[config.mk]
export PLATFORM = sky130hd
export DESIGN_NAME = pei_controller_flat
export DESIGN_NICKNAME = d
export VERILOG_FILES = /design/src/rtl/pei_pkg.sv /design/src/rtl/pei_if.sv /design/src/rtl/pei_fifo.sv /design/src/rtl/pei_controller.sv /design/src/flat_wrapper.sv
export SDC_FILE = /design/constraint.sdc
export NUM_CORES = 1
export LEC_CHECK = 0
export BUFFER_PORTS_ARGS = -buffer_cell sky130_fd_sc_hd__buf_2
export CORE_ASPECT_RATIO = 0.8
export CORE_MARGIN = 1
export CORE_UTILIZATION = 45
export DETAILED_ROUTE_END_ITERATION = 8
export MAX_ROUTING_LAYER = met4
export PLACE_DENSITY = 0.7
export SLEW_MARGIN = 20
export SYNTH_ARGS = -nofsm -noshare
export SYNTH_HDL_FRONTEND = slang
export SYNTH_HIERARCHICAL = 1
export SYNTH_SLANG_ARGS = --single-unit
export TNS_END_PERCENT = 100
[constraint.sdc]
create_clock -name CLK_I -period 7.3 [get_ports CLK_I]
set_clock_uncertainty 0.1 [all_clocks]
set_input_delay 1.46 -clock CLK_I [delete_from_list [all_inputs] [get_ports CLK_I]]
set_output_delay 1.46 -clock CLK_I [all_outputs]
set_load 0.005 [all_outputs]
[src/rtl/pei_pkg.sv]
// Shared constants and frame helpers for the print engine link
package pei_pkg;
	// ************************************************************
	// Timing
	// ************************************************************
	localparam int CLK_HZ = 250_000_000;
	localparam int BAUD_BPS = 9600;
	localparam int CNT_W = 16;
	// Nearest-below bit period; the 0.0026% error is far inside UART slack
	localparam logic [CNT_W-1:0] BIT_CYC = CNT_W'(CLK_HZ / BAUD_BPS);

	// ************************************************************
	// Frame layout
	// ************************************************************
	localparam int DATA_BITS = 8;
	localparam int FRAME_BITS = 11;
	localparam int IDX_W = 4;
	localparam logic [IDX_W-1:0] FRAME_LAST = IDX_W'(FRAME_BITS - 1);
	localparam logic LINE_IDLE = 1'b1;
	localparam logic [DATA_BITS-1:0] INIT_CMD = 8'h01;

	// ************************************************************
	// Sizes and reset values
	// ************************************************************
	localparam int FIFO_DEPTH = 16;
	localparam int KEY_W = 8;
	localparam int PIX_W = 16;
	localparam logic [PIX_W-1:0] LINE_PIXELS = 16'h1000;
	// {command, request_n, video_p, video_n}
	localparam logic [3:0] ENG_SYNC_RST = 4'hD;
	// {status, ready_n, key_n, hsync_n, vsync_n}
	localparam logic [4:0] CTL_SYNC_RST = 5'h1F;

	// Start bit, data LSB first, odd parity, stop bit
	function automatic logic [FRAME_BITS-1:0] frame_build(input logic [DATA_BITS-1:0] d);
		return {LINE_IDLE, ~(^d), d, ~LINE_IDLE};
	endfunction

	// Start low, stop high, odd ones over data and parity
	function automatic logic frame_good(input logic [FRAME_BITS-1:0] f);
		return (f[0] == ~LINE_IDLE) && (f[FRAME_BITS-1] == LINE_IDLE) && (^f[FRAME_BITS-2:1]);
	endfunction
endpackage

[src/rtl/pei_if.sv]
// Wires between the print engine and the video controller
interface pei_if;
	logic command;
	logic status;
	logic engine_ready_n;
	logic print_request_n;
	logic key_change_n;
	logic vsync_n;
	logic hsync_n;
	logic video_p;
	logic video_n;

	modport engine (
		input command, print_request_n, video_p, video_n,
		output status, engine_ready_n, key_change_n, vsync_n, hsync_n
	);
	modport controller (
		output command, print_request_n, video_p, video_n,
		input status, engine_ready_n, key_change_n, vsync_n, hsync_n
	);
endinterface

[src/rtl/pei_fifo.sv]
// Flip-flop FIFO with valid/ready on both sides
module pei_fifo #(
	parameter int WIDTH = 8,
	parameter int DEPTH = 16
) (
	// Clock and reset
	input wire logic clk_i,
	input wire logic arst_n_i,
	// Fill side
	input wire logic in_valid_i,
	input wire logic [WIDTH-1:0] in_data_i,
	output logic in_ready_o,
	// Drain side
	output logic out_valid_o,
	output logic [WIDTH-1:0] out_data_o,
	input wire logic out_ready_i
);
	localparam int PW = $clog2(DEPTH);
	localparam logic [PW:0] FULL = (PW + 1)'(DEPTH);
	localparam logic [PW-1:0] LAST = PW'(DEPTH - 1);

	logic [WIDTH-1:0] mem_reg [DEPTH];
	logic [PW-1:0] wr_reg, wr_next, rd_reg, rd_next;
	logic [PW:0] cnt_reg, cnt_next;
	logic push, pop;

	assign in_ready_o = (cnt_reg != FULL);
	assign out_valid_o = (cnt_reg != '0);
	assign out_data_o = mem_reg[rd_reg];
	assign push = in_valid_i && in_ready_o;
	assign pop = out_valid_o && out_ready_i;

	always_comb begin
		wr_next = wr_reg;
		rd_next = rd_reg;
		if (push) begin
			wr_next = (wr_reg == LAST) ? '0 : wr_reg + 1'b1;
		end
		if (pop) begin
			rd_next = (rd_reg == LAST) ? '0 : rd_reg + 1'b1;
		end
		cnt_next = cnt_reg + (PW + 1)'(push) - (PW + 1)'(pop);
	end

	always_ff @(posedge clk_i or negedge arst_n_i) begin
		if (!arst_n_i) begin
			wr_reg <= '0;
			rd_reg <= '0;
			cnt_reg <= '0;
		end else begin
			wr_reg <= wr_next;
			rd_reg <= rd_next;
			cnt_reg <= cnt_next;
		end
	end

	// Storage has no reset; only written slots are ever read
	always_ff @(posedge clk_i) begin
		if (push) begin
			mem_reg[wr_reg] <= in_data_i;
		end
	end
endmodule

[src/rtl/pei_controller.sv]
// Video controller end: command sender, status receiver, video shifter
module pei_controller #(
	parameter logic [pei_pkg::CNT_W-1:0] BIT_CYCLES = pei_pkg::BIT_CYC,
	parameter logic [pei_pkg::PIX_W-1:0] LINE_PIXELS = pei_pkg::LINE_PIXELS,
	parameter int FIFO_DEPTH = pei_pkg::FIFO_DEPTH
) (
	// Clock and reset
	input wire logic CLK_I,
	input wire logic ARST_N_I,
	// Link
	pei_if.controller LINK,
	// Commands in
	input wire logic CMD_VALID_I,
	input wire logic [pei_pkg::DATA_BITS-1:0] CMD_DATA_I,
	output logic CMD_READY_O,
	// Status out
	output logic STAT_VALID_O,
	output logic [pei_pkg::DATA_BITS-1:0] STAT_DATA_O,
	output logic STAT_ERR_O,
	// Engine state and print control
	input wire logic PRINT_REQ_I,
	output logic ENG_READY_O,
	output logic KEY_CHANGED_O,
	output logic PAGE_ACTIVE_O,
	// Video pixels
	input wire logic VID_VALID_I,
	input wire logic VID_DATA_I,
	output logic VID_READY_O
);
	typedef enum logic [2:0] {C_BOOT, C_IDLE, C_TX, C_WAIT, C_RX} pei_ctl_state_e;

	pei_ctl_state_e state_reg, state_next;
	logic [pei_pkg::CNT_W-1:0] cnt_reg, cnt_next;
	logic [pei_pkg::IDX_W-1:0] idx_reg, idx_next;
	logic [pei_pkg::FRAME_BITS-1:0] sh_reg, sh_next;
	logic tx_reg, tx_next, sprev_reg, sprev_next, hprev_reg, hprev_next;
	logic [4:0] s1_reg, s2_reg, s3_reg, flt_reg, flt_next;
	logic sv_reg, sv_next, se_reg, se_next, preq_reg, preq_next;
	logic [pei_pkg::DATA_BITS-1:0] sd_reg, sd_next;
	logic [pei_pkg::PIX_W-1:0] pix_reg, pix_next;
	logic vp_reg, vp_next, vn_reg, vn_next;
	logic q_valid, q_ready;
	logic [pei_pkg::DATA_BITS-1:0] q_data;

	// ************************************************************
	// Command queue
	// ************************************************************
	pei_fifo #(.WIDTH(pei_pkg::DATA_BITS), .DEPTH(FIFO_DEPTH)) u_cmd_fifo (
		.clk_i(CLK_I),
		.arst_n_i(ARST_N_I),
		.in_valid_i(CMD_VALID_I),
		.in_data_i(CMD_DATA_I),
		.in_ready_o(CMD_READY_O),
		.out_valid_o(q_valid),
		.out_data_o(q_data),
		.out_ready_i(q_ready)
	);
	// Next command only leaves once the previous reply is
	assign q_ready = (state_reg == C_IDLE);

	assign LINK.command = tx_reg;
	assign LINK.print_request_n = preq_reg;
	assign LINK.video_p = vp_reg;
	assign LINK.video_n = vn_reg;
	assign STAT_VALID_O = sv_reg;
	assign STAT_DATA_O = sd_reg;
	assign STAT_ERR_O = se_reg;
	assign ENG_READY_O = ~flt_reg[3];
	assign KEY_CHANGED_O = ~flt_reg[2];
	assign PAGE_ACTIVE_O = ~flt_reg[0];
	assign VID_READY_O = (pix_reg != '0);

	// ************************************************************
	// Next state
	// ************************************************************
	always_comb begin
		state_next = state_reg;
		cnt_next = cnt_reg;
		idx_next = idx_reg;
		sh_next = sh_reg;
		tx_next = tx_reg;
		sv_next = 1'b0;
		se_next = 1'b0;
		sd_next = sd_reg;
		flt_next = (s2_reg & s3_reg) | (flt_reg & (s2_reg ^ s3_reg));
		sprev_next = flt_reg[4];
		hprev_next = flt_reg[1];
		preq_next = ~PRINT_REQ_I;
		pix_next = pix_reg;
		vp_next = 1'b0;
		case (state_reg)
			C_BOOT, C_IDLE: begin
				// Init goes out before anything from the queue
				if (state_reg == C_BOOT || q_valid) begin
					sh_next = pei_pkg::frame_build((state_reg == C_BOOT) ? pei_pkg::INIT_CMD : q_data);
					tx_next = sh_next[0];
					sh_next = {pei_pkg::LINE_IDLE, sh_next[pei_pkg::FRAME_BITS-1:1]};
					cnt_next = BIT_CYCLES - 1'b1;
					idx_next = '0;
					state_next = C_TX;
				end
			end
			C_TX: begin
				if (cnt_reg != '0) begin
					cnt_next = cnt_reg - 1'b1;
				end else if (idx_reg == pei_pkg::FRAME_LAST) begin
					state_next = C_WAIT;
				end else begin
					tx_next = sh_reg[0];
					sh_next = {pei_pkg::LINE_IDLE, sh_reg[pei_pkg::FRAME_BITS-1:1]};
					idx_next = idx_reg + 1'b1;
					cnt_next = BIT_CYCLES - 1'b1;
				end
			end
			C_WAIT: begin
				if (sprev_reg && !flt_reg[4]) begin
					cnt_next = BIT_CYCLES >> 1;
					idx_next = '0;
					state_next = C_RX;
				end
			end
			C_RX: begin
				if (cnt_reg != '0) begin
					cnt_next = cnt_reg - 1'b1;
				end else if (idx_reg == pei_pkg::FRAME_LAST + 1'b1) begin
					// Engine still sends its stop bit after our mid-bit sample
					state_next = C_IDLE;
				end else begin
					sh_next = {flt_reg[4], sh_reg[pei_pkg::FRAME_BITS-1:1]};
					cnt_next = BIT_CYCLES - 1'b1;
					idx_next = idx_reg + 1'b1;
					if (idx_reg == pei_pkg::FRAME_LAST) begin
						// Bad frames are flagged, never delivered
						if (pei_pkg::frame_good(sh_next)) begin
							sv_next = 1'b1;
							sd_next = sh_next[pei_pkg::DATA_BITS:1];
						end else begin
							se_next = 1'b1;
						end
					end
				end
			end
			default: state_next = C_BOOT;
		endcase
		// Line starts on the falling hsync edge within a page
		if (pix_reg != '0) begin
			pix_next = pix_reg - 1'b1;
			vp_next = VID_VALID_I && VID_DATA_I;
		end else if (hprev_reg && !flt_reg[1] && !flt_reg[0]) begin
			pix_next = LINE_PIXELS;
		end
		vn_next = ~vp_next;
	end

	// ************************************************************
	// Registers
	// ************************************************************
	always_ff @(posedge CLK_I or negedge ARST_N_I) begin
		if (!ARST_N_I) begin
			state_reg <= C_BOOT;
			cnt_reg <= '0;
			idx_reg <= '0;
			sh_reg <= '0;
			tx_reg <= pei_pkg::LINE_IDLE;
			s1_reg <= pei_pkg::CTL_SYNC_RST;
			s2_reg <= pei_pkg::CTL_SYNC_RST;
			s3_reg <= pei_pkg::CTL_SYNC_RST;
			flt_reg <= pei_pkg::CTL_SYNC_RST;
			sprev_reg <= pei_pkg::LINE_IDLE;
			hprev_reg <= 1'b1;
			sv_reg <= 1'b0;
			se_reg <= 1'b0;
			sd_reg <= '0;
			preq_reg <= 1'b1;
			pix_reg <= '0;
			vp_reg <= 1'b0;
			vn_reg <= 1'b1;
		end else begin
			state_reg <= state_next;
			cnt_reg <= cnt_next;
			idx_reg <= idx_next;
			sh_reg <= sh_next;
			tx_reg <= tx_next;
			s1_reg <= {LINK.status, LINK.engine_ready_n, LINK.key_change_n,
				LINK.hsync_n, LINK.vsync_n};
			s2_reg <= s1_reg;
			s3_reg <= s2_reg;
			flt_reg <= flt_next;
			sprev_reg <= sprev_next;
			hprev_reg <= hprev_next;
			sv_reg <= sv_next;
			se_reg <= se_next;
			sd_reg <= sd_next;
			preq_reg <= preq_next;
			pix_reg <= pix_next;
			vp_reg <= vp_next;
			vn_reg <= vn_next;
		end
	end
endmodule

[src/flat_wrapper.sv]
// flat-port wrapper written by rule: the top's interface ports become plain ports
module pei_controller_flat 
#(
	parameter logic [pei_pkg::CNT_W-1:0] BIT_CYCLES = pei_pkg::BIT_CYC,
	parameter logic [pei_pkg::PIX_W-1:0] LINE_PIXELS = pei_pkg::LINE_PIXELS,
	parameter int FIFO_DEPTH = pei_pkg::FIFO_DEPTH
)
  (CLK_I, ARST_N_I, CMD_VALID_I, CMD_DATA_I, CMD_READY_O, STAT_VALID_O, STAT_DATA_O, STAT_ERR_O, PRINT_REQ_I, ENG_READY_O, KEY_CHANGED_O, PAGE_ACTIVE_O, VID_VALID_I, VID_DATA_I, VID_READY_O, LINK_command, LINK_print_request_n, LINK_video_p, LINK_video_n, LINK_status, LINK_engine_ready_n, LINK_key_change_n, LINK_vsync_n, LINK_hsync_n);
  pei_if LINK_i ();
  input wire logic CLK_I;
  input wire logic ARST_N_I;
  input wire logic CMD_VALID_I;
  input wire logic [pei_pkg::DATA_BITS-1:0] CMD_DATA_I;
  output logic CMD_READY_O;
  output logic STAT_VALID_O;
  output logic [pei_pkg::DATA_BITS-1:0] STAT_DATA_O;
  output logic STAT_ERR_O;
  input wire logic PRINT_REQ_I;
  output logic ENG_READY_O;
  output logic KEY_CHANGED_O;
  output logic PAGE_ACTIVE_O;
  input wire logic VID_VALID_I;
  input wire logic VID_DATA_I;
  output logic VID_READY_O;
  output wire logic [$bits(LINK_i.command)-1:0] LINK_command;
  output wire logic [$bits(LINK_i.print_request_n)-1:0] LINK_print_request_n;
  output wire logic [$bits(LINK_i.video_p)-1:0] LINK_video_p;
  output wire logic [$bits(LINK_i.video_n)-1:0] LINK_video_n;
  input wire logic [$bits(LINK_i.status)-1:0] LINK_status;
  input wire logic [$bits(LINK_i.engine_ready_n)-1:0] LINK_engine_ready_n;
  input wire logic [$bits(LINK_i.key_change_n)-1:0] LINK_key_change_n;
  input wire logic [$bits(LINK_i.vsync_n)-1:0] LINK_vsync_n;
  input wire logic [$bits(LINK_i.hsync_n)-1:0] LINK_hsync_n;
  assign LINK_command = LINK_i.command;
  assign LINK_print_request_n = LINK_i.print_request_n;
  assign LINK_video_p = LINK_i.video_p;
  assign LINK_video_n = LINK_i.video_n;
  assign LINK_i.status = LINK_status;
  assign LINK_i.engine_ready_n = LINK_engine_ready_n;
  assign LINK_i.key_change_n = LINK_key_change_n;
  assign LINK_i.vsync_n = LINK_vsync_n;
  assign LINK_i.hsync_n = LINK_hsync_n;
  pei_controller #(.BIT_CYCLES(BIT_CYCLES), .LINE_PIXELS(LINE_PIXELS), .FIFO_DEPTH(FIFO_DEPTH)) u_core (.CLK_I(CLK_I), .ARST_N_I(ARST_N_I), .LINK(LINK_i), .CMD_VALID_I(CMD_VALID_I), .CMD_DATA_I(CMD_DATA_I), .CMD_READY_O(CMD_READY_O), .STAT_VALID_O(STAT_VALID_O), .STAT_DATA_O(STAT_DATA_O), .STAT_ERR_O(STAT_ERR_O), .PRINT_REQ_I(PRINT_REQ_I), .ENG_READY_O(ENG_READY_O), .KEY_CHANGED_O(KEY_CHANGED_O), .PAGE_ACTIVE_O(PAGE_ACTIVE_O), .VID_VALID_I(VID_VALID_I), .VID_DATA_I(VID_DATA_I), .VID_READY_O(VID_READY_O));
endmodule
==> results.txt, run 1 <==
----------------------------------------------------
[Route]
  Sum of routed wire length over all layers ... 19600 um
  Pre-antenna DRT Iters ... 7
  Per-cell via count in the routed design ... 5.60
  Iteration-0 DRC count of the detailed router ... 537
  Number of vias in the routed layout ... 5958
  Mean routed wirelength per cell ... 18.4 um
  DRC violations left ... 0
  Number of routed nets with antenna violations ... 0

[Setup path]
  Family with the most delay on the worst path ... simple AND/OR/NAND/NOR gates
  Worst Reg-to-Reg Cells ... 9
  Data required time of the worst path ... 5.74 ns
  Reg2reg end ... u_core/sh_reg[8]
  Crit Reg-Reg Startpoint ... u_core/u_cmd_fifo/rd_reg[0]
  Crit Path Class ... register to output pin
  Cell seen most often among critical-path stages ... nand2_1
  Capturing element type of the critical path ... output pin
  Critical path startpoint ... u_core/pix_reg[1]
  Endpoint arrival time on the critical path ... 2.03 ns
  Cell Chain, Critical Path ... inv_1 > ha_1 > nor4b_1 > nand2_1 > nor4_1 > nand2_1 > buf_2
  Sum of buffers and inverters on the critical path ... 2
  CP max stage delay ... 0.40 ns
  Reg2Reg Setup Slack ... 4.13 ns
  End point of the critical path ... VID_READY_O
  Stages on worst setup path ... 7
  Critical Path Source Type ... register
  Max FO, Critical Path ... 4
  Critical-path top delay cell ... dfrtp_1

[Floorplanning]
  Starting Density ... 0.465
  Vertical extent of the die ... 137 um
  Site row count ... 48
  Core Area ... 21900 sq um
  Die width ... 170 um
  Full die area ... 23300 sq um
  IO Count ... 38

[Timing]
  Post-Route Hold Slack ... 0.255 ns
  Setup violations, final ... 0
  Setup repair after global routing missed its margin ... no
  Final max-slew violation count ... 0
  Final worst-path cycle share ... 0.492
  Worst slew slack as a fraction of its limit ... 0.296
  Final critical delay including setup and external delays ... 3.59 ns
  Achievable Freq ... 279 MHz
  Worst slew pin tran ... 1.05 ns
  Final Hold Fails ... 0
  Final total negative setup slack ... 0 ns

[Place]
  DP Area ... 10600 sq um
  Number of I/O port buffers ... 37
  Half-perimeter wire length of the detailed placement result ... 12600 um
  Placer Congestion ... 0.809

[Global route]
  Largest net degree at the start of global routing ... 69
  Met2 Track Usage GR ... 0.256
  Met1 usage ... 0.269
  Met3 usage ... 0.0237
  Wire length of the first global-routing pass ... 31500 um
  Final global-route overflow total ... 0
  Top Usage Layer GRT ... met1
  Antenna violations before repair ... 0
  Number of global-route vias before repair ... 5762
  Total global routing track utilization ... 0.180

[CTS]
  Sinks on the clock net ... 227
  Root Buffer Master ... clkbuf_16
  Setup repair bufs after CTS ... 0
  Clock-pin slew reported for the worst setup and hold paths after clock tree synthesis ... 0.06 ns
  Clock tree from TritonCTS ... built
  Number of levels in the clock H-tree ... 1
  Number of hold buffers added after CTS ... 0
  Post-CTS sizing ... 0
  Largest buffer count on any clock path ... 3
  Number of buffers added by the clock tree synthesis step ... 24
  Clock latency of the later-clocked register in the worst-skew pair ... 0.51 ns

[Power and ir drop]
  Reported leakage power ... 0.00435 uW
  Portion of total power attributed to combinational logic ... 0.108
  Seq pwr share ... 0.498
  Total power per unit cell area ... 283 nW/um^2
  Worst-case vdd ir drop ... 0.190 mV
  Switching power summed over all nets ... 781 uW
  Switching portion of total power ... 0.241
  Clock Power Share ... 0.394
  Internal power contribution ... 2460 uW

[Hold path]
  Hold crit path type ... register to register
  Number of stages on the worst hold path ... 0
  Hold wc startpoint ... u_core/s1_reg[0]

[Synth]
  Flip-flop and latch count after synthesis ... 227
  Synthesized instance count ... 714
  Post-synth top flop ... edfxtp_1
  Synthesis warning total ... 6
  Number of unique standard cell types used by synthesis ... 72
  Synthesized Nets ... 756
  Mean instance size in the synthesized netlist ... 14.3 sq um
  Sequential-to-total area share from yosys stat ... 0.623
  Netlist area before placement ... 10200 sq um
  Share of synthesized registers carrying an async set or reset ... 0.436
  Number of enable-type register cells in the synthesized netlist ... 128

[Finish]
  Share of cells above drive strength 1 ... 0.211
  Final Net Count ... 787
  Commonest non-fill, non-tap cell in the layout ... edfxtp_1
  Diodes inserted ... 0
  Fillcell total ... 1815
  Post-route cell area ... 11400 sq um
  Area growth from synthesis to layout ... 12.0%
  Most frequent cells in the layout ... edfxtp_1 (128), dfrtp_1 (73), inv_1 (43)
  Max FFs per register ... 128
  Util after Layout ... 0.521

[Run status]
  Run status ... finished, final reports clean

[Flow run]
  MaxCap Viol Count ... 0

----------------------------------------------------
## worst min path at each step
stage	slack (ns)	end
finish	0.25	u_core/s2_reg[0]
global route	0.26	u_core/s2_reg[3]
CTS	0.26	u_core/s2_reg[0]
detailed placement	0.25	u_core/s2_reg[1]
global placement	0.25	u_core/s2_reg[0]
floorplan	0.25	u_core/s2_reg[0]
## per-layer routing
layer	up-vias	share of wire
met1	2977	0.50
li1	2794	-
met5	-	0
met2	161	0.43
met3	26	0.044
met4	0	0.021
## kinds of logic (layout without fill, tap and decap cells)
group / Yosys count / after routing / synth area share
flops: 227 / 227 / 0.623
compound gates: 144 / 144 / 0.110
xor+xnor: 30 / 30 / 0.0271
simple gates: 138 / 138 / 0.0804
mux: 71 / 71 / 0.0916
fa+ha+maj: 23 / 23 / 0.0290
buf+inv: 81 / 130 / 0.0389
## area by class of cell
cell class	count	area, sq um	share of cell area
Clock inverter	12	158	0.0138
Sequential cell	227	6350	0.556
Multi-Input combinational cell	406	3460	0.303
Tap cell	300	375	0.0329
Inverter	44	168	0.0147
Timing Repair Buffer	42	225	0.0197
Clock buffer	32	682	0.0597
## worst register-to-register path, cell delays in order, from the launching register on
cell     delay, ns
dfrtp_2       0.34
buf_4         0.70
mux4_2        0.66
a22oi_1       0.19
nand2_1       0.16
xnor2_1       0.23
xnor2_1       0.16
xnor2_1       0.15
o21ai_0       0.11
mux2_2        0.26
## through the flow
step | cells | setup WS [ns] | power, uW
floorplan | 714 | 3.83 | 1870
global placement | 1019 | 3.71 | 1970
detailed placement | 1019 | 3.63 | 1980
CTS | 1063 | 3.71 | 3260
global route | 1063 | 3.57 | 3380
finish | 1063 | 3.71 | 3240
## cell usage after synthesis, types with 9 or more instances
master	number	area, sq um
a211oi_1	10	75.1
a21o_1	9	67.6
a21oi_1	12	60.1
a22oi_1	10	75.1
clkbuf_1	16	60.1
dfrtp_1	74	1850
dfstp_2	25	657
edfxtp_1	128	3840
ha_1	22	275
inv_1	43	161
mux2_2	14	158
mux2i_1	40	400
mux4_2	16	360
nand2_1	25	93.8
nand3_1	11	55.1
nor2_1	21	78.8
nor2b_1	9	56.3
nor3_1	11	55.1
o21ai_0	23	115
xnor2_1	19	166
xor2_1	10	87.6
## power groups by stage
| stage | sequential (uW) | clock (uW) | combinational (uW) |
|---|---|---|---|
| 6_report | 1610 | 1270 | 351 |
| 5_1_grt | 1630 | 1350 | 400 |
| 4_1_cts | 1610 | 1300 | 353 |
| 3_5_place_dp | 1630 | 0 | 350 |
| 3_3_place_gp | 1630 | 0 | 342 |
| 2_1_floorplan | 1600 | 0 | 270 |
Power figures use the tool's default switching activity.
==> run 2: changes to the inputs <==
--- a/config.mk
+++ b/config.mk
@@ -5,6 +5,7 @@
 export SDC_FILE = /design/constraint.sdc
 export NUM_CORES = 1
 export LEC_CHECK = 0
+export ABC_AREA = 1
 export BUFFER_PORTS_ARGS = -buffer_cell sky130_fd_sc_hd__buf_2
 export CORE_ASPECT_RATIO = 0.8
 export CORE_MARGIN = 1
==> constraint.sdc (replaced) <==
create_clock -name CLK_I -period 3.5 [get_ports CLK_I]
set_clock_uncertainty 0.1 [all_clocks]
set_input_delay 0.7 -clock CLK_I [delete_from_list [all_inputs] [get_ports CLK_I]]
set_output_delay 0.7 -clock CLK_I [all_outputs]
set_load 0.005 [all_outputs]
==> run 2 against run 1 <==
Global-route usage grew 2.1 points. Clock power grew 92%. Combinational power grew to 2.5 times the previous value. Register-to-register slack lost 3.3 ns. Sequential power grew 110%. Critical path type is now register to register. Largest cell class unchanged. Highest routed layer unchanged.
==> results.txt, run 2 <==
----------------------------------------------------
[Synth]
  Flip-flop and latch count after synthesis ... 227 (unchanged)
  Share of synthesized registers carrying an async set or reset ... 0.436 (unchanged)
  Synthesis warning total ... 6 (unchanged)
  Post-synth top flop ... edfxtp_1
  Commonest cells post-synth ... nand2_1 (358), inv_1 (131), edfxtp_1 (128), nor2_1 (128), nand3_1 (102)
  Area share of the largest cell type after synthesis ... 0.357 (-0.0199)
  Top post-synthesis cells by area ... edfxtp_1 (36%), dfrtp_1 (17%), nand2_1 (12%)
  Number of unique standard cell types used by synthesis ... 42 (-42%)
  Most instantiated library cell after synthesis ... nand2_1
  Sequential-to-total area share from yosys stat ... 0.590 (-0.0329)
  Synthesized instance count ... 1165 (+63%)
  Cell type with the largest total area after synthesis ... edfxtp_1
  Netlist area before placement ... 10800 sq um (+5.6%)
  Mean instance size in the synthesized netlist ... 9.24 sq um (-35%)
  Synthesized Nets ... 1207 (+60%)
  Number of enable-type register cells in the synthesized netlist ... 128 (unchanged)

[Floorplanning]
  Starting Density ... 0.459 (-0.00630)
  Core Area ... 23500 sq um (+7.0%)
  Die width ... 175 um (+2.7%)
  Full die area ... 24500 sq um (+5.5%)
  Vertical extent of the die ... 140 um (+2.7%)
  IO Count ... 38 (unchanged)
  Site row count ... 50 (+4.2%)

[Setup path]
  Endpoint arrival time on the critical path ... 2.93 ns (+0.90 ns)
  Capturing element type of the critical path ... register
  Cell Chain, Critical Path ... inv_1 > ha_1 > nand3b_1 > nand2_1 > inv_1 > ha_1 > inv_1 > ha_1 > inv_1 > fa_1 > o21ai_0 > nand2_1 > nand3b_1 > nand2_1
  Critical Path Source Type ... register
  Data required time of the worst path ... 3.81 ns (-1.93 ns)
  Cell seen most often among critical-path stages ... inv_1
  CP max stage delay ... 0.42 ns (+0.02 ns)
  Family with the most delay on the worst path ... adder cells
  Sum of buffers and inverters on the critical path ... 4 (+2)
  Crit Path Class ... register to register
  Critical-path top delay cell ... fa_1
  Max FO, Critical Path ... 5 (+1)

[CTS]
  Number of levels in the clock H-tree ... 1 (unchanged)
  Post-CTS sizing ... 0 (unchanged)
  Clock tree from TritonCTS ... built
  Number of hold buffers added after CTS ... 0 (unchanged)
  Clock-pin slew reported for the worst setup and hold paths after clock tree synthesis ... 0.06 ns (about the same)
  Sinks on the clock net ... 227 (unchanged)
  Root Buffer Master ... clkbuf_16
  Largest buffer count on any clock path ... 3 (unchanged)
  Setup repair bufs after CTS ... 0 (unchanged)
  Clock latency of the later-clocked register in the worst-skew pair ... 0.52 ns (about the same)
  Number of buffers added by the clock tree synthesis step ... 24 (unchanged)

[Global route]
  Antenna violations before repair ... 0 (unchanged)
  Met2 Track Usage GR ... 0.303 (+0.0475)
  Wire length of the first global-routing pass ... 38300 um (+21%)
  Top Usage Layer GRT ... met2
  Number of global-route vias before repair ... 7523 (+31%)
  Final global-route overflow total ... 0 (unchanged)
  Met1 usage ... 0.285 (+0.0159)
  Largest net degree at the start of global routing ... 51 (-26%)
  Total global routing track utilization ... 0.200 (+0.0206)
  Met3 usage ... 0.0312 (+0.00750)

[Finish]
  Area occupied by multi-input gates ... 3690 sq um (+6.6%)
  Final Instance Count excl. Fillers ... 1537 (+45%)
  Area growth from synthesis to layout ... 11.4%
  Final Net Count ... 1249 (+59%)
  Most frequent cells in the layout ... nand2_1 (358), inv_1 (131), nor2_1 (128), edfxtp_1 (128), nand3_1 (102)
  Post-route cell area ... 12000 sq um (+5.0%)
  Max FFs per register ... 128 (unchanged)
  Share of cells above drive strength 1 ... 0.118 (-0.0935)
  Register Area ... 6350 sq um (unchanged)
  Fillcell total ... 2169 (+20%)
  Commonest non-fill, non-tap cell in the layout ... nand2_1
  Diodes inserted ... 0 (unchanged)

[Timing]
  Final critical delay including setup and external delays ... 2.62 ns
  Worst slew pin tran ... 0.907 ns (-0.145 ns)
  Setup repair after global routing missed its margin ... no
  Worst slew slack as a fraction of its limit ... 0.393 (+0.0972)
  Final total negative setup slack ... 0 ns (unchanged)
  Final max-slew violation count ... 0 (unchanged)
  Final Hold Fails ... 0 (unchanged)
  Final worst-path cycle share ... 0.749
  Post-Route Hold Slack ... 0.111 ns (-0.144 ns)
  Setup violations, final ... 0 (unchanged)
  Achievable Freq ... 381 MHz

[Route]
  Iteration-0 DRC count of the detailed router ... 637 (+19%)
  Per-cell via count in the routed design ... 5.04 (-10%)
  Pre-antenna DRT Iters ... 5 (-2)
  DRC violations left ... 0 (unchanged)
  Number of routed nets with antenna violations ... 0 (unchanged)
  Number of vias in the routed layout ... 7739 (+30%)
  Sum of routed wire length over all layers ... 22900 um (+17%)
  Mean routed wirelength per cell ... 14.9 um (-19%)

[Power and ir drop]
  Worst-case vdd ir drop ... 0.447 mV (+140%)
  Reported leakage power ... 0.00543 uW (+25%)
  Total power per unit cell area ... 555 nW/um^2 (+96%)

[Place]
  DP Area ... 11200 sq um (+6.1%)
  Number of I/O port buffers ... 37 (unchanged)
  Placer Congestion ... 0.844 (+4.3%)
  Placed Cells ... 1493 (+47%)
  Half-perimeter wire length of the detailed placement result ... 15200 um (+21%)

[Hold path]
  Hold crit path type ... primary input to async pin

[Run status]
  Run status ... finished, final reports clean

[Flow run]
  MaxCap Viol Count ... 0 (unchanged)

----------------------------------------------------
## run 2: cell count changes in the layout (fill, tap and decap cells not counted), sizes merged, moves of 30 or more
cell	before	now
nand3	11	103
o21ai	25	55
nand2	26	365
mux2i	40	0
inv	44	139
nor2	22	141
## run 2: where the power goes
part           total [uW]  internal (uW)  leakage (uW)  switching (uW)
clock network        2440           1440      0.000381             996
registers            3320           3150       0.00235             177
logic                 894            311       0.00269             583
total                6660           4900       0.00543            1760
## run 2: metal layers
metal / up-vias / part of all wire
met4: 0 / 0.016
li1: 3845 / -
met1: 3665 / 0.48
met2: 192 / 0.45
met3: 37 / 0.054
met5: - / 0
## run 2: kinds of logic after synthesis
group,Yosys count,synth area share
buffers and inverters,169,0.0671
DFF,227,0.590
AOI/OAI and AO/OA,76,0.0393
and+or+nand+nor,646,0.256
adders and majority gates,23,0.0274
xor gates and xnor gates,24,0.0195
## run 2: worst paths after layout
kind                                                   start                            to  slack, ns  cells past startpoint
worst max-delay path            u_core/u_cmd_fifo/cnt_reg[2]  u_core/u_cmd_fifo/cnt_reg[4]       0.88                     14
worst min-delay path                                ARST_N_I             u_core/pix_reg[9]       0.11                      1
worst max register to register  u_core/u_cmd_fifo/cnt_reg[2]  u_core/u_cmd_fifo/cnt_reg[4]       0.88                     14
worst min register to register              u_core/s1_reg[4]              u_core/s2_reg[4]       0.26                      0
max in group asynchronous                           ARST_N_I              u_core/sprev_reg       2.46                      2
min in group CLK_I                               LINK_status              u_core/s1_reg[4]       0.18                      1
## run 2: through the flow
stage / util / setup WS, ns / power, uW
finish: 0.511 / 0.878 / 6660
detailed placement: 0.478 / 0.884 / 4260
floorplan: - / 1.13 / 3970
global route: 0.511 / 0.663 / 6990
CTS: 0.511 / 0.863 / 6720
global placement: 0.478 / 1.00 / 4220
## run 2: layout make-up
cell class / instances / area share
Sequential cell: 227 / 0.530
Timing Repair Buffer: 44 / 0.0211
Multi-Input combinational cell: 769 / 0.308
Clock buffer: 38 / 0.0615
Tap cell: 312 / 0.0326
Clock inverter: 6 / 0.00271
Inverter: 141 / 0.0446
==> run 3: changes to the inputs <==
--- a/config.mk
+++ b/config.mk
@@ -12,7 +12,7 @@
 export CORE_UTILIZATION = 45
 export DETAILED_ROUTE_END_ITERATION = 8
 export MAX_ROUTING_LAYER = met4
-export PLACE_DENSITY = 0.7
+export PLACE_DENSITY = 0.72
 export SLEW_MARGIN = 20
 export SYNTH_ARGS = -nofsm -noshare
 export SYNTH_HDL_FRONTEND = slang
==> constraint.sdc (replaced) <==
create_clock -name CLK_I -period 2.4 [get_ports CLK_I]
set_clock_uncertainty 0.1 [all_clocks]
set_input_delay 0.48 -clock CLK_I [delete_from_list [all_inputs] [get_ports CLK_I]]
set_output_delay 0.48 -clock CLK_I [all_outputs]
set_load 0.005 [all_outputs]
==> run 3 against run 2 <==
Critical endpoint is now VID_READY_O. Global-route usage down 0.78 points. Routed wire length down 1.3%. Non-clock buffer count up 50. Via count up 2.1%. Largest power group unchanged. Flip-flop and latch count unchanged.
==> results.txt, run 3 (same netlist as run 2, synthesis figures left out) <==
----------------------------------------------------
[Global route]
  Top Usage Layer GRT ... met2
  Wire length of the first global-routing pass ... 36800 um (-3.9%)
  Largest net degree at the start of global routing ... 44 (-14%)
  Number of global-route vias before repair ... 7394 (-1.7%)
  Total global routing track utilization ... 0.192 (-0.00782)
  Met1 usage ... 0.266 (-0.0191)
  Antenna violations before repair ... 0 (unchanged)
  Final global-route overflow total ... 0 (unchanged)
  Met3 usage ... 0.0252 (-0.00597)
  Met2 Track Usage GR ... 0.301 (-0.00292)

[Finish]
  Register Area ... 6350 sq um (about the same)
  Util after Layout ... 0.530 (+0.0191)
  Commonest non-fill, non-tap cell in the layout ... nand2_1
  Area occupied by multi-input gates ... 3740 sq um (+1.4%)
  Area growth from synthesis to layout ... 15.6%
  Diodes inserted ... 0 (unchanged)
  Final Net Count ... 1300 (+4.1%)
  Final Instance Count excl. Fillers ... 1588 (+3.3%)
  Fillcell total ... 2053 (-5.3%)
  Post-route cell area ... 12400 sq um (+3.7%)
  Max FFs per register ... 128 (unchanged)
  Share of cells above drive strength 1 ... 0.155 (+0.0376)
  Most frequent cells in the layout ... nand2_1 (356), nor2_1 (128), edfxtp_1 (128)

[Setup path]
  Family with the most delay on the worst path ... flip-flops
  Reg2reg end ... u_core/u_cmd_fifo/cnt_reg[4]
  Max FO, Critical Path ... 5 (unchanged)
  Cell seen most often among critical-path stages ... inv_1
  Crit Path Class ... register to output pin
  Endpoint arrival time on the critical path ... 1.73 ns (-1.20 ns)
  Critical Path Source Type ... register
  Critical-path top delay cell ... dfrtp_1
  Worst Reg-to-Reg Cells ... 14 (unchanged)
  Capturing element type of the critical path ... output pin
  Cell Chain, Critical Path ... inv_1 > ha_1 > inv_1 > nor3_1 > nand4_1 > buf_2
  Crit Reg-Reg Startpoint ... u_core/u_cmd_fifo/cnt_reg[3]
  Sum of buffers and inverters on the critical path ... 3 (-1)
  Reg2Reg Setup Slack ... 0.16 ns (-0.72 ns)
  Data required time of the worst path ... 1.82 ns (-1.99 ns)
  CP max stage delay ... 0.38 ns (-0.04 ns)
  Stages on worst setup path ... 6 (-8)
  Critical path startpoint ... u_core/pix_reg[1]

[Timing]
  Final max-slew violation count ... 0 (unchanged)
  Final Hold Fails ... 0 (unchanged)
  Final worst-path cycle share ... 0.964
  Setup repair after global routing missed its margin ... no
  Setup violations, final ... 0 (unchanged)
  Post-Route Hold Slack ... 0.0670 ns (-0.0437 ns)
  Worst slew slack as a fraction of its limit ... 0.648 (+0.255)
  Worst slew pin tran ... 0.528 ns (-0.379 ns)
  Final critical delay including setup and external delays ... 2.31 ns
  Achievable Freq ... 432 MHz
  Final total negative setup slack ... 0 ns (unchanged)

[Hold path]
  Number of stages on the worst hold path ... 2
  Terminating pin of the worst hold path ... u_core/LINK.video_n
  Hold crit path type ... primary input to register
  Hold wc startpoint ... VID_DATA_I

[CTS]
  Largest buffer count on any clock path ... 3 (unchanged)
  Root Buffer Master ... clkbuf_16
  Clock latency of the later-clocked register in the worst-skew pair ... 0.51 ns (about the same)
  Sinks on the clock net ... 227 (unchanged)
  Clock-pin slew reported for the worst setup and hold paths after clock tree synthesis ... 0.05 ns (about the same)
  Number of buffers added by the clock tree synthesis step ... 24 (unchanged)
  Clock tree from TritonCTS ... built
  Number of levels in the clock H-tree ... 1 (unchanged)

[Floorplanning]
  Full die area ... 24500 sq um (unchanged)
  Vertical extent of the die ... 140 um (unchanged)
  Site row count ... 50 (unchanged)
  Die width ... 175 um (unchanged)
  Core Area ... 23500 sq um (unchanged)
  Starting Density ... 0.459 (unchanged)
  IO Count ... 38 (unchanged)

[Place]
  Placer Congestion ... 0.851 (+0.82%)
  Number of I/O port buffers ... 37 (unchanged)
  Placed Cells ... 1530 (+2.5%)
  Half-perimeter wire length of the detailed placement result ... 15100 um (-0.88%)
  DP Area ... 11500 sq um (+2.7%)

[Route]
  Number of vias in the routed layout ... 7903 (+2.1%)
  Sum of routed wire length over all layers ... 22600 um (-1.3%)
  DRC violations left ... 0 (unchanged)
  Number of routed nets with antenna violations ... 0 (unchanged)
  Iteration-0 DRC count of the detailed router ... 721 (+13%)
  Pre-antenna DRT Iters ... 5 (unchanged)
  Mean routed wirelength per cell ... 14.2 um (-4.5%)
  Per-cell via count in the routed design ... 4.98 (-1.2%)

[Power and ir drop]
  Total power per unit cell area ... 786 nW/um^2 (+42%)
  Reported leakage power ... 0.00566 uW (+4.3%)
  Worst-case vdd ir drop ... 0.508 mV (+14%)

[Flow run]
  MaxCap Viol Count ... 0 (unchanged)

[Run status]
  Run status ... finished, final reports clean

----------------------------------------------------
[run 3: changes by cell type in the layout (fill, tap and decap cells not counted), moves of 3 or more]
cell	previous run	this run
buf_4	7	46
dlygate4sd3_1	0	7
ha_1	22	19
buf_12	1	4
clkbuf_8	4	1
inv_2	6	11
inv_1	131	125
[run 3: through the flow]
| step | power [uW] | worst slack, ns |
|---|---|---|
| global route | 10200 | 0.00221 |
| floorplan | 5790 | 0.0337 |
| detailed placement | 6330 | -0.0453 |
| CTS | 9810 | 0.0253 |
| finish | 9770 | 0.0854 |
| global placement | 6250 | 0.0483 |
[run 3: timing repair]
| item | CTS | global route |
|---|---|---|
| pin swaps | 1 | 5 |
| buffers inserted | 2 | 4 |
| hold endpoints to repair | 29 | 0 |
| resized for setup | 3 | 20 |
| hold buffers | 7 | 0 |
| cloned | 0 | 1 |
| endpoints found under the setup margin | 2 | 19 |
[run 3: layout make-up]
class,instances,share of cell area
inverter,141,0.0432
clock buffer,37,0.0553
tap,312,0.0314
timing repair buffer,94,0.0552
sequential,227,0.511
multi-input combinational,770,0.301
clock inverter,7,0.00332
[run 3: worst max path at each step]
stage / to / slack [ns]
CTS: u_core/u_cmd_fifo/cnt_reg[4] / 0.03
finish: VID_READY_O / 0.09
detailed placement: u_core/u_cmd_fifo/cnt_reg[4] / -0.05
global placement: u_core/u_cmd_fifo/cnt_reg[4] / 0.05
floorplan: u_core/u_cmd_fifo/cnt_reg[4] / 0.03
global route: VID_READY_O / 0.002
[run 3: power breakdown]
| part | switching (uW) | total (uW) | internal (uW) |
|---|---|---|---|
| Sequential | 253 | 4840 | 4580 |
| Combinational | 905 | 1510 | 605 |
| Clock | 1450 | 3430 | 1980 |
[run 3: routing by layer]
metal / up-vias / wire [um]
li1: 3950 / -
met1: 3707 / 10700
met2: 211 / 10400
met3: 35 / 1070
met4: 0 / 476
met5: - / 0
[run 3: worst reg2reg max path: cells and delay by family (launching register included)]
family / cells / cell delay [ns]
flip-flops: 1 / 0.39
buffers and inverters: 4 / 0.25
adder cells (fa/ha/maj): 4 / 0.89
AND/OR/NAND/NOR: 5 / 0.39
AO/OA/AOI/OAI: 1 / 0.12
